**config.mk**
```make
export PLATFORM = sky130hd
export DESIGN_NAME = cco_exec
export DESIGN_NICKNAME = d
export VERILOG_FILES = /design/src/cco_pkg.sv /design/src/cco_exec.sv /design/src/cco_alu.sv
export SDC_FILE = /design/constraint.sdc
export NUM_CORES = 1
export LEC_CHECK = 0
export BUFFER_PORTS_ARGS = -buffer_cell sky130_fd_sc_hd__buf_4
export CORE_MARGIN = 2
export CORE_UTILIZATION = 26
export CTS_CLUSTER_DIAMETER = 30
export CTS_CLUSTER_SIZE = 25
export DETAILED_ROUTE_END_ITERATION = 12
export MAX_ROUTING_LAYER = met4
export SYNTH_ARGS = -nofsm -noshare
export SYNTH_HDL_FRONTEND = slang
export SYNTH_SLANG_ARGS = --single-unit
export TNS_END_PERCENT = 1
```
**constraint.sdc**
```tcl
create_clock -name MCLK -period 2.06 [get_ports MCLK]
set_clock_uncertainty 0.2 [all_clocks]
set_input_delay 0 -clock MCLK [delete_from_list [all_inputs] [get_ports MCLK]]
set_output_delay 0 -clock MCLK [all_outputs]
set_load 0.01 [all_outputs]
```
**src/cco_pkg.sv**
```systemverilog
// Shared constants and types for the call/clear/complement execution block
package cco_pkg;
    localparam int PC_W         = 13;
    localparam int DATA_W       = 8;
    localparam int ADDR_W       = 8;
    localparam logic [PC_W-1:0]   PC_RST   = 13'h0000;
    localparam logic [DATA_W-1:0] ACC_RST  = 8'h00;
    localparam logic [DATA_W-1:0] BYTE_ZERO = 8'h00;
    localparam logic [PC_W-1:0]   PC_ONE   = 13'h0001;
    localparam logic [1:0]        CALL_CYCLES = 2'h2;

    // Operation select from the instruction decoder
    typedef enum logic [2:0] {
        CCO_OP_NONE       = 3'b000,
        CCO_OP_CALL       = 3'b001,
        CCO_OP_CLEAR_BYTE = 3'b010,
        CCO_OP_WDT_CLEAR  = 3'b011,
        CCO_OP_INVERT     = 3'b100
    } cco_op_t;

    typedef enum logic [1:0] {
        CCO_ST_IDLE  = 2'b00,
        CCO_ST_CALL2 = 2'b01
    } cco_state_t;
endpackage : cco_pkg

```
**src/cco_exec.sv**
```systemverilog
// Execution sequencer for call, byte clear, watchdog clear and byte invert
// Functional notes
// - A call first pushes PC plus one onto the return stack.
// - Call then loads 13-bit target into PC, takes two cycles, flags untouched.
// - Byte clear writes zero to addressed byte in one cycle, flags untouched.
// - Watchdog clear zeroes the watchdog counter in one cycle, flags untouched.
// - Invert with destination 0 puts inverted byte into accumulator only.
// - Invert with destination 1 writes inverted byte back, accumulator kept, one cycle.
module cco_exec
    import cco_pkg::*;
(
    input  wire logic              MCLK,
    input  wire logic              RST_B,
    input  wire logic              OP_VALID,
    input  wire logic [2:0]        OP_SEL,
    input  wire logic [PC_W-1:0]   OP_TARGET,
    input  wire logic [ADDR_W-1:0] OP_ADDR,
    input  wire logic              OP_DEST,
    input  wire logic [DATA_W-1:0] MEM_RDATA,
    input  wire logic              FLAG_Z_IN,
    output logic                   OP_BUSY,
    output logic                   OP_DONE,
    output logic [PC_W-1:0]        PC,
    output logic                   STACK_PUSH,
    output logic [PC_W-1:0]        STACK_DATA,
    output logic                   MEM_WE,
    output logic [ADDR_W-1:0]      MEM_ADDR,
    output logic [DATA_W-1:0]      MEM_WDATA,
    output logic [DATA_W-1:0]      ACC,
    output logic                   FLAG_Z,
    output logic                   WDT_CLEAR
);
    // Whole block state: one register, one next-state copy
    typedef struct packed {
        // Sequencer and program flow
        cco_state_t        state;
        logic [PC_W-1:0]   pc;
        logic [PC_W-1:0]   target;
        logic              busy;
        logic              done;
        logic              push;
        logic [PC_W-1:0]   push_data;
        // Data side
        logic              we;
        logic [ADDR_W-1:0] addr;
        logic [DATA_W-1:0] wdata;
        logic [DATA_W-1:0] acc;
        logic              flag_z;
        logic              wdt_clr;
    } cco_regs_t;

    cco_regs_t         regs_ff;
    cco_regs_t         nxt_regs;
    cco_op_t           op;
    logic [DATA_W-1:0] alu_result;
    logic              alu_zero;

    // Idle, zeroed state; the reset branch loads only this constant
    localparam cco_regs_t REGS_RST = '{
        state:     CCO_ST_IDLE,
        pc:        PC_RST,
        target:    PC_RST,
        busy:      1'b0,
        done:      1'b0,
        push:      1'b0,
        push_data: PC_RST,
        we:        1'b0,
        addr:      '0,
        wdata:     BYTE_ZERO,
        acc:       ACC_RST,
        flag_z:    1'b0,
        wdt_clr:   1'b0
    };

    // Sequential successor; wraps silently at the top of program space
    function automatic logic [PC_W-1:0] pc_inc(input logic [PC_W-1:0] pc_now);
        return pc_now + PC_ONE;
    endfunction : pc_inc

    // Spare select codes fold to no operation, never to an out-of-range enum
    function automatic cco_op_t decode_op(input logic [2:0] sel);
        cco_op_t dec;
        case (sel)
            3'h1:    dec = CCO_OP_CALL;
            3'h2:    dec = CCO_OP_CLEAR_BYTE;
            3'h3:    dec = CCO_OP_WDT_CLEAR;
            3'h4:    dec = CCO_OP_INVERT;
            default: dec = CCO_OP_NONE;
        endcase
        return dec;
    endfunction : decode_op

    // First call cycle: return address leaves before the PC moves
    function automatic cco_regs_t start_call(input cco_regs_t       nxt,
                                             input logic [PC_W-1:0] pc_now,
                                             input logic [PC_W-1:0] tgt);
        cco_regs_t r;
        r           = nxt;
        r.push      = 1'b1;
        r.push_data = pc_inc(pc_now);
        r.target    = tgt;
        r.busy      = 1'b1;
        r.state     = CCO_ST_CALL2;
        return r;
    endfunction : start_call

    // Tail shared by every one-cycle instruction
    function automatic cco_regs_t retire_one(input cco_regs_t       nxt,
                                             input logic [PC_W-1:0] pc_now);
        cco_regs_t r;
        r      = nxt;
        r.done = 1'b1;
        r.pc   = pc_inc(pc_now);
        return r;
    endfunction : retire_one

    // Result goes to exactly one place; the zero flag follows it either way
    function automatic cco_regs_t invert_step(input cco_regs_t         nxt,
                                              input logic              dest_mem,
                                              input logic [DATA_W-1:0] res,
                                              input logic              res_zero);
        cco_regs_t r;
        r        = nxt;
        r.flag_z = res_zero;
        if (dest_mem) begin
            r.we    = 1'b1;
            r.wdata = res;
        end else begin
            // Memory untouched: no write strobe on this path
            r.acc = res;
        end
        return r;
    endfunction : invert_step

    assign op = decode_op(OP_SEL);

    // Clear reuses the invert unit with its output forced to zero
    cco_alu u_alu (
        .invert  (op == CCO_OP_INVERT),
        .operand (MEM_RDATA),
        .result  (alu_result),
        .is_zero (alu_zero)
    );

    always_comb begin
        nxt_regs         = regs_ff;
        // Strobes default low so each lasts exactly one cycle
        nxt_regs.done    = 1'b0;
        nxt_regs.push    = 1'b0;
        nxt_regs.we      = 1'b0;
        nxt_regs.wdt_clr = 1'b0;
        // Flag follows the core unless this block owns it this cycle
        nxt_regs.flag_z  = FLAG_Z_IN;
        case (regs_ff.state)
            CCO_ST_IDLE: begin
                nxt_regs.busy = 1'b0;
                // Requests are only looked at here, so a busy call refuses them
                if (OP_VALID) begin
                    case (op)
                        CCO_OP_CALL: begin
                            nxt_regs = start_call(nxt_regs, regs_ff.pc, OP_TARGET);
                        end
                        CCO_OP_CLEAR_BYTE: begin
                            nxt_regs.we    = 1'b1;
                            nxt_regs.addr  = OP_ADDR;
                            nxt_regs.wdata = alu_result;
                            nxt_regs       = retire_one(nxt_regs, regs_ff.pc);
                        end
                        CCO_OP_WDT_CLEAR: begin
                            nxt_regs.wdt_clr = 1'b1;
                            nxt_regs         = retire_one(nxt_regs, regs_ff.pc);
                        end
                        CCO_OP_INVERT: begin
                            nxt_regs.addr = OP_ADDR;
                            nxt_regs      = invert_step(nxt_regs, OP_DEST, alu_result, alu_zero);
                            nxt_regs      = retire_one(nxt_regs, regs_ff.pc);
                        end
                        default: begin
                            // Spare codes: no effect and no completion
                        end
                    endcase
                end
            end
            CCO_ST_CALL2: begin
                // Second cycle of the call: jump, flags left alone
                // A request arriving now is dropped; the caller must watch OP_BUSY
                nxt_regs.pc    = regs_ff.target;
                nxt_regs.busy  = 1'b0;
                nxt_regs.done  = 1'b1;
                nxt_regs.state = CCO_ST_IDLE;
            end
            default: begin
                nxt_regs.state = CCO_ST_IDLE;
                nxt_regs.busy  = 1'b0;
            end
        endcase
    end

    // One register for all state, so every output moves on the same edge
    always_ff @(posedge MCLK or negedge RST_B) begin
        if (!RST_B) begin
            regs_ff <= REGS_RST;
        end else begin
            regs_ff <= nxt_regs;
        end
    end

    // Outputs are register bits, so the datapath never sees decode glitches
    assign OP_BUSY    = regs_ff.busy;
    assign OP_DONE    = regs_ff.done;
    assign PC         = regs_ff.pc;
    assign STACK_PUSH = regs_ff.push;
    assign STACK_DATA = regs_ff.push_data;
    assign MEM_WE     = regs_ff.we;
    assign MEM_ADDR   = regs_ff.addr;
    assign MEM_WDATA  = regs_ff.wdata;
    assign ACC        = regs_ff.acc;
    assign FLAG_Z     = regs_ff.flag_z;
    assign WDT_CLEAR  = regs_ff.wdt_clr;
endmodule : cco_exec

```
**src/cco_alu.sv**
```systemverilog
// Single-operand result unit: clear or invert, with zero detection
module cco_alu
    import cco_pkg::*;
(
    input  wire logic              invert,
    input  wire logic [DATA_W-1:0] operand,
    output logic      [DATA_W-1:0] result,
    output logic                   is_zero
);
    always_comb begin
        result  = invert ? ~operand : BYTE_ZERO;
        is_zero = (result == BYTE_ZERO);
    end
endmodule : cco_alu

```
==> impl_metrics.prom <==
# TYPE chip_impl_metric gauge
chip_impl_metric{name="die_area",unit="µm²"} 14200
chip_impl_metric{name="placedInstanceArea",unit="µm²"} 3990
chip_impl_metric{name="synth-edff-count",unit=""} 0
chip_impl_metric{name="drive_gt1_share",unit="%"} 37.1
chip_impl_metric{name="grt_pass1_wl",unit="mm"} 13.0
chip_impl_metric{name="antenna_cells",unit=""} 0
chip_impl_metric{name="utilization",unit="%"} 36.2
chip_impl_metric{name="synth.ff_latch_count",unit=""} 69
chip_impl_metric{name="maxCapViolations",unit=""} 0
chip_impl_metric{name="ys_warn_count",unit=""} 0
chip_impl_metric{name="max_root_sink_buffers",unit=""} 2
chip_impl_metric{name="floorplan.io_pins",unit=""} 93
chip_impl_metric{name="drc",unit=""} 0
chip_impl_metric{name="timing_hold_violations_final",unit=""} 0
chip_impl_metric{name="syn_area_per_cell",unit="µm²"} 10.7
chip_impl_metric{name="tcrit_tclk_final",unit="%"} 93.0
chip_impl_metric{name="setup.reg_to_reg.worst_slack",unit="ns"} 0.15
chip_impl_metric{name="cts_made_buffers",unit=""} 9
chip_impl_metric{name="flow.area_growth_from_synthesis",unit="%"} 37.0
chip_impl_info{name="synth.top_cells.by_area",value="dfrtp_1 50%, buf_4 12%, mux2_2 7.2%, nand2_1 3.4%, xnor2_1 2.5%"} 1
chip_impl_metric{name="total_clock_sinks",unit=""} 69
chip_impl_metric{name="place_inst",unit=""} 532
chip_impl_metric{name="detail_route.vias_per_cell",unit=""} 4.27
chip_impl_metric{name="timing_worst_slew_pin_value",unit="ns"} 0.508
chip_impl_info{name="setup.worst_path.start_class",value="register"} 1
chip_impl_metric{name="number_of_buffers_added_on_ports",unit=""} 92
chip_impl_info{name="rsz0062_at_grt",value="no"} 1
chip_impl_metric{name="static-leakage-power",unit="nW"} 2.06
chip_impl_metric{name="synth_sequential_area_ratio",unit="%"} 50.0
chip_impl_metric{name="synth_top_area_share",unit="%"} 50.0
chip_impl_metric{name="fp.dieW",unit="µm"} 119
chip_impl_metric{name="h-tree-depth",unit=""} 3
chip_impl_metric{name="drt_pre_antenna_iters",unit=""} 4
chip_impl_metric{name="finalSetupTns",unit="ns"} 0
chip_impl_metric{name="critical_path_peak_fanout",unit=""} 7
chip_impl_metric{name="initial_core_util",unit="%"} 26.4
chip_impl_metric{name="layout.cell_area.non_filler",unit="µm²"} 4730
chip_impl_metric{name="total_power",unit="mW"} 5.14
chip_impl_metric{name="setup_viol_count_final",unit=""} 0
chip_impl_metric{name="design.final.nets",unit=""} 443
chip_impl_metric{name="grt_max_degree",unit=""} 39
chip_impl_metric{name="finalWeightedCongestion",unit=""} 0.866
chip_impl_metric{name="clk-insertion-delay-late",unit="ns"} 0.33
chip_impl_info{name="worstSetupPathType",value="register to register"} 1
chip_impl_metric{name="setup_ws",unit="ns"} 0.145
chip_impl_metric{name="filler_cell_count",unit=""} 1287
chip_impl_metric{name="drt_wl_total",unit="mm"} 8.10
chip_impl_metric{name="worst_ep_required_time",unit="ns"} 2.12
chip_impl_info{name="min_path_type",value="primary input to register"} 1
chip_impl_metric{name="async_reset_ff_share",unit="%"} 100
chip_impl_metric{name="fin_hold_ws",unit="ns"} 0.212
chip_impl_metric{name="postSynthCellCount",unit=""} 322
chip_impl_metric{name="postRouteAntennaNets",unit=""} 0
chip_impl_metric{name="final-max-slew-violation-count",unit=""} 0
chip_impl_metric{name="power.density",unit="nW/µm²"} 1090
chip_impl_info{name="crit_path_end_kind",value="register"} 1
chip_impl_metric{name="cp_data_arrival_time",unit="ns"} 1.98
chip_impl_info{name="clockRootBuffer",value="clkbuf_16"} 1
chip_impl_metric{name="max-vdd-ir-drop",unit="V"} 0.000386
chip_impl_info{name="ys_dominant_reg_cell",value="dfrtp_1"} 1
chip_impl_metric{name="first_iter_violations",unit=""} 182
chip_impl_metric{name="final.min_clock_period",unit="ns"} 1.91
chip_impl_metric{name="syn_nets",unit=""} 360
chip_impl_info{name="tritoncts",value="done"} 1
chip_impl_info{name="yosysTopAreaCell",value="dfrtp_1"} 1
chip_impl_metric{name="antenna_found_initial",unit=""} 0
chip_impl_metric{name="synth.distinct_cells",unit=""} 48
chip_impl_metric{name="layoutNonFillerInstCount",unit=""} 586
chip_impl_metric{name="routedWlPerCell",unit="µm"} 13.8
chip_impl_metric{name="number_of_global_route_vias_before_repair",unit=""} 2512
chip_impl_metric{name="grt_overflow_total",unit=""} 0
chip_impl_metric{name="worst_slew_margin_rel",unit="%"} 66.1
chip_impl_metric{name="dp_slack",unit="ns"} 0.102
chip_impl_metric{name="syn_area",unit="µm²"} 3450
chip_impl_info{name="run_status",value="completed"} 1
chip_impl_metric{name="chipHeight",unit="µm"} 119
chip_impl_metric{name="achievable-frequency",unit="MHz"} 522
chip_impl_metric{name="placementRows",unit=""} 42
chip_impl_metric{name="globalRouteTotalUtil",unit="%"} 11.9
chip_impl_metric{name="core-area",unit="µm²"} 13100
chip_impl_metric{name="detailed_place_hpwl",unit="mm"} 5.84
chip_impl_metric{name="via_count",unit=""} 2503
chip_impl_metric{name="clk_pin_slew_worst_paths",unit="ns"} 0.06
area by class of cell:
class	count	area (µm²)	share of cell area, %
clock buffer	9	225	4.76
clock inverter	7	123	2.59
inverter	6	22.5	0.476
multi-input combinational	179	1260	26.5
sequential	69	1730	36.5
tap	176	220	4.65
timing repair buffer	140	1160	24.5
flip-flops by register name (all words and copies together) (netlist names):
| register | count |
|---|---|
| regs_ff | 14 |
| OP_DONE | 1 |
| OP_BUSY | 1 |
| WDT_CLEAR | 1 |
| PC | 13 |
| STACK_DATA | 13 |
| ACC | 8 |
| MEM_WE | 1 |
| MEM_ADDR | 8 |
| FLAG_Z | 1 |
| MEM_WDATA | 8 |
worst max-delay path, cell delays in order (launching register included):
cell and delay, ns:
dfrtp_1 0.39, ha_4 0.18, nand3_4 0.11, or4_4 0.55
or3_1 0.35, nand3_1 0.07
cell usage in the layout, fill, tap and decap left out, drive strengths merged, types with 7 or more instances in the layout:
cell and count:
mux2 22, xor2 7, nand2 31, clkbuf 9
xnor2 10, dlygate4sd3 38, o31ai 8, o21ai 20
inv 7, nor2 13, a21oi 15, buf 102
dfrtp 69
kinds of logic after synthesis:
logic type	Yosys count	share of synthesized area, %
flops	69	50.0
simple gates	80	12.6
buf+inv	74	14.4
mux	23	7.46
compound gates	58	10.9
xor+xnor	17	4.31
fa+ha+maj	1	0.362
metal layers:
metal	track usage, %	vias up	part of all wire, %
li1	-	1229	-
met1	15.1	1211	47
met2	17.7	52	46
met3	3.07	11	3.9
met4	5.80	0	2.5
met5	-	-	0
cell usage after synthesis, types with 2 or more instances:
| library cell | number |
|---|---|
| or3_1 | 2 |
| and3_1 | 2 |
| dfrtp_1 | 69 |
| nand3b_1 | 2 |
| o21ai_0 | 10 |
| a31oi_1 | 2 |
| nand2b_1 | 3 |
| xor2_1 | 7 |
| nor2b_1 | 4 |
| mux2_2 | 22 |
| nor3_1 | 5 |
| a221o_1 | 2 |
| o31ai_1 | 8 |
| nand3_1 | 3 |
| o21ai_1 | 9 |
| o211ai_1 | 2 |
| nand4_1 | 4 |
| buf_2 | 9 |
| xnor2_1 | 10 |
| buf_4 | 53 |
| clkbuf_2 | 2 |
| nor2_1 | 13 |
| a2111oi_2 | 2 |
| nand2_1 | 31 |
| a311oi_1 | 2 |
| a21oi_1 | 15 |
| clkbuf_1 | 3 |
| inv_1 | 6 |
report_power, final:
group	switching, mW	internal (mW)
clock	0.610	1.19
combinational	0.621	0.760
sequential	0.278	1.68
timing repair:
action / CTS / global route
endpoints found under the hold margin: 116 / 8
setup endpoints to repair: 0 / 5
setup buffers: 0 / 0
hold buffers: 37 / 1
gates resized for setup: 0 / 3
path summary, 6_finish.rpt:
| check | start | to | cells past startpoint |
|---|---|---|---|
| min in group asynchronous | RST_B | PC[4] | 3 |
| setup reg to reg | PC[0] | PC[12] | 5 |
| hold / removal | MEM_RDATA[0] | ACC[0] | 3 |
| hold reg to reg | regs_ff[48] | PC[5] | 2 |
| setup / recovery | PC[0] | PC[12] | 5 |
| max in group asynchronous | RST_B | FLAG_Z | 4 |
Power figures use the tool's default switching activity.
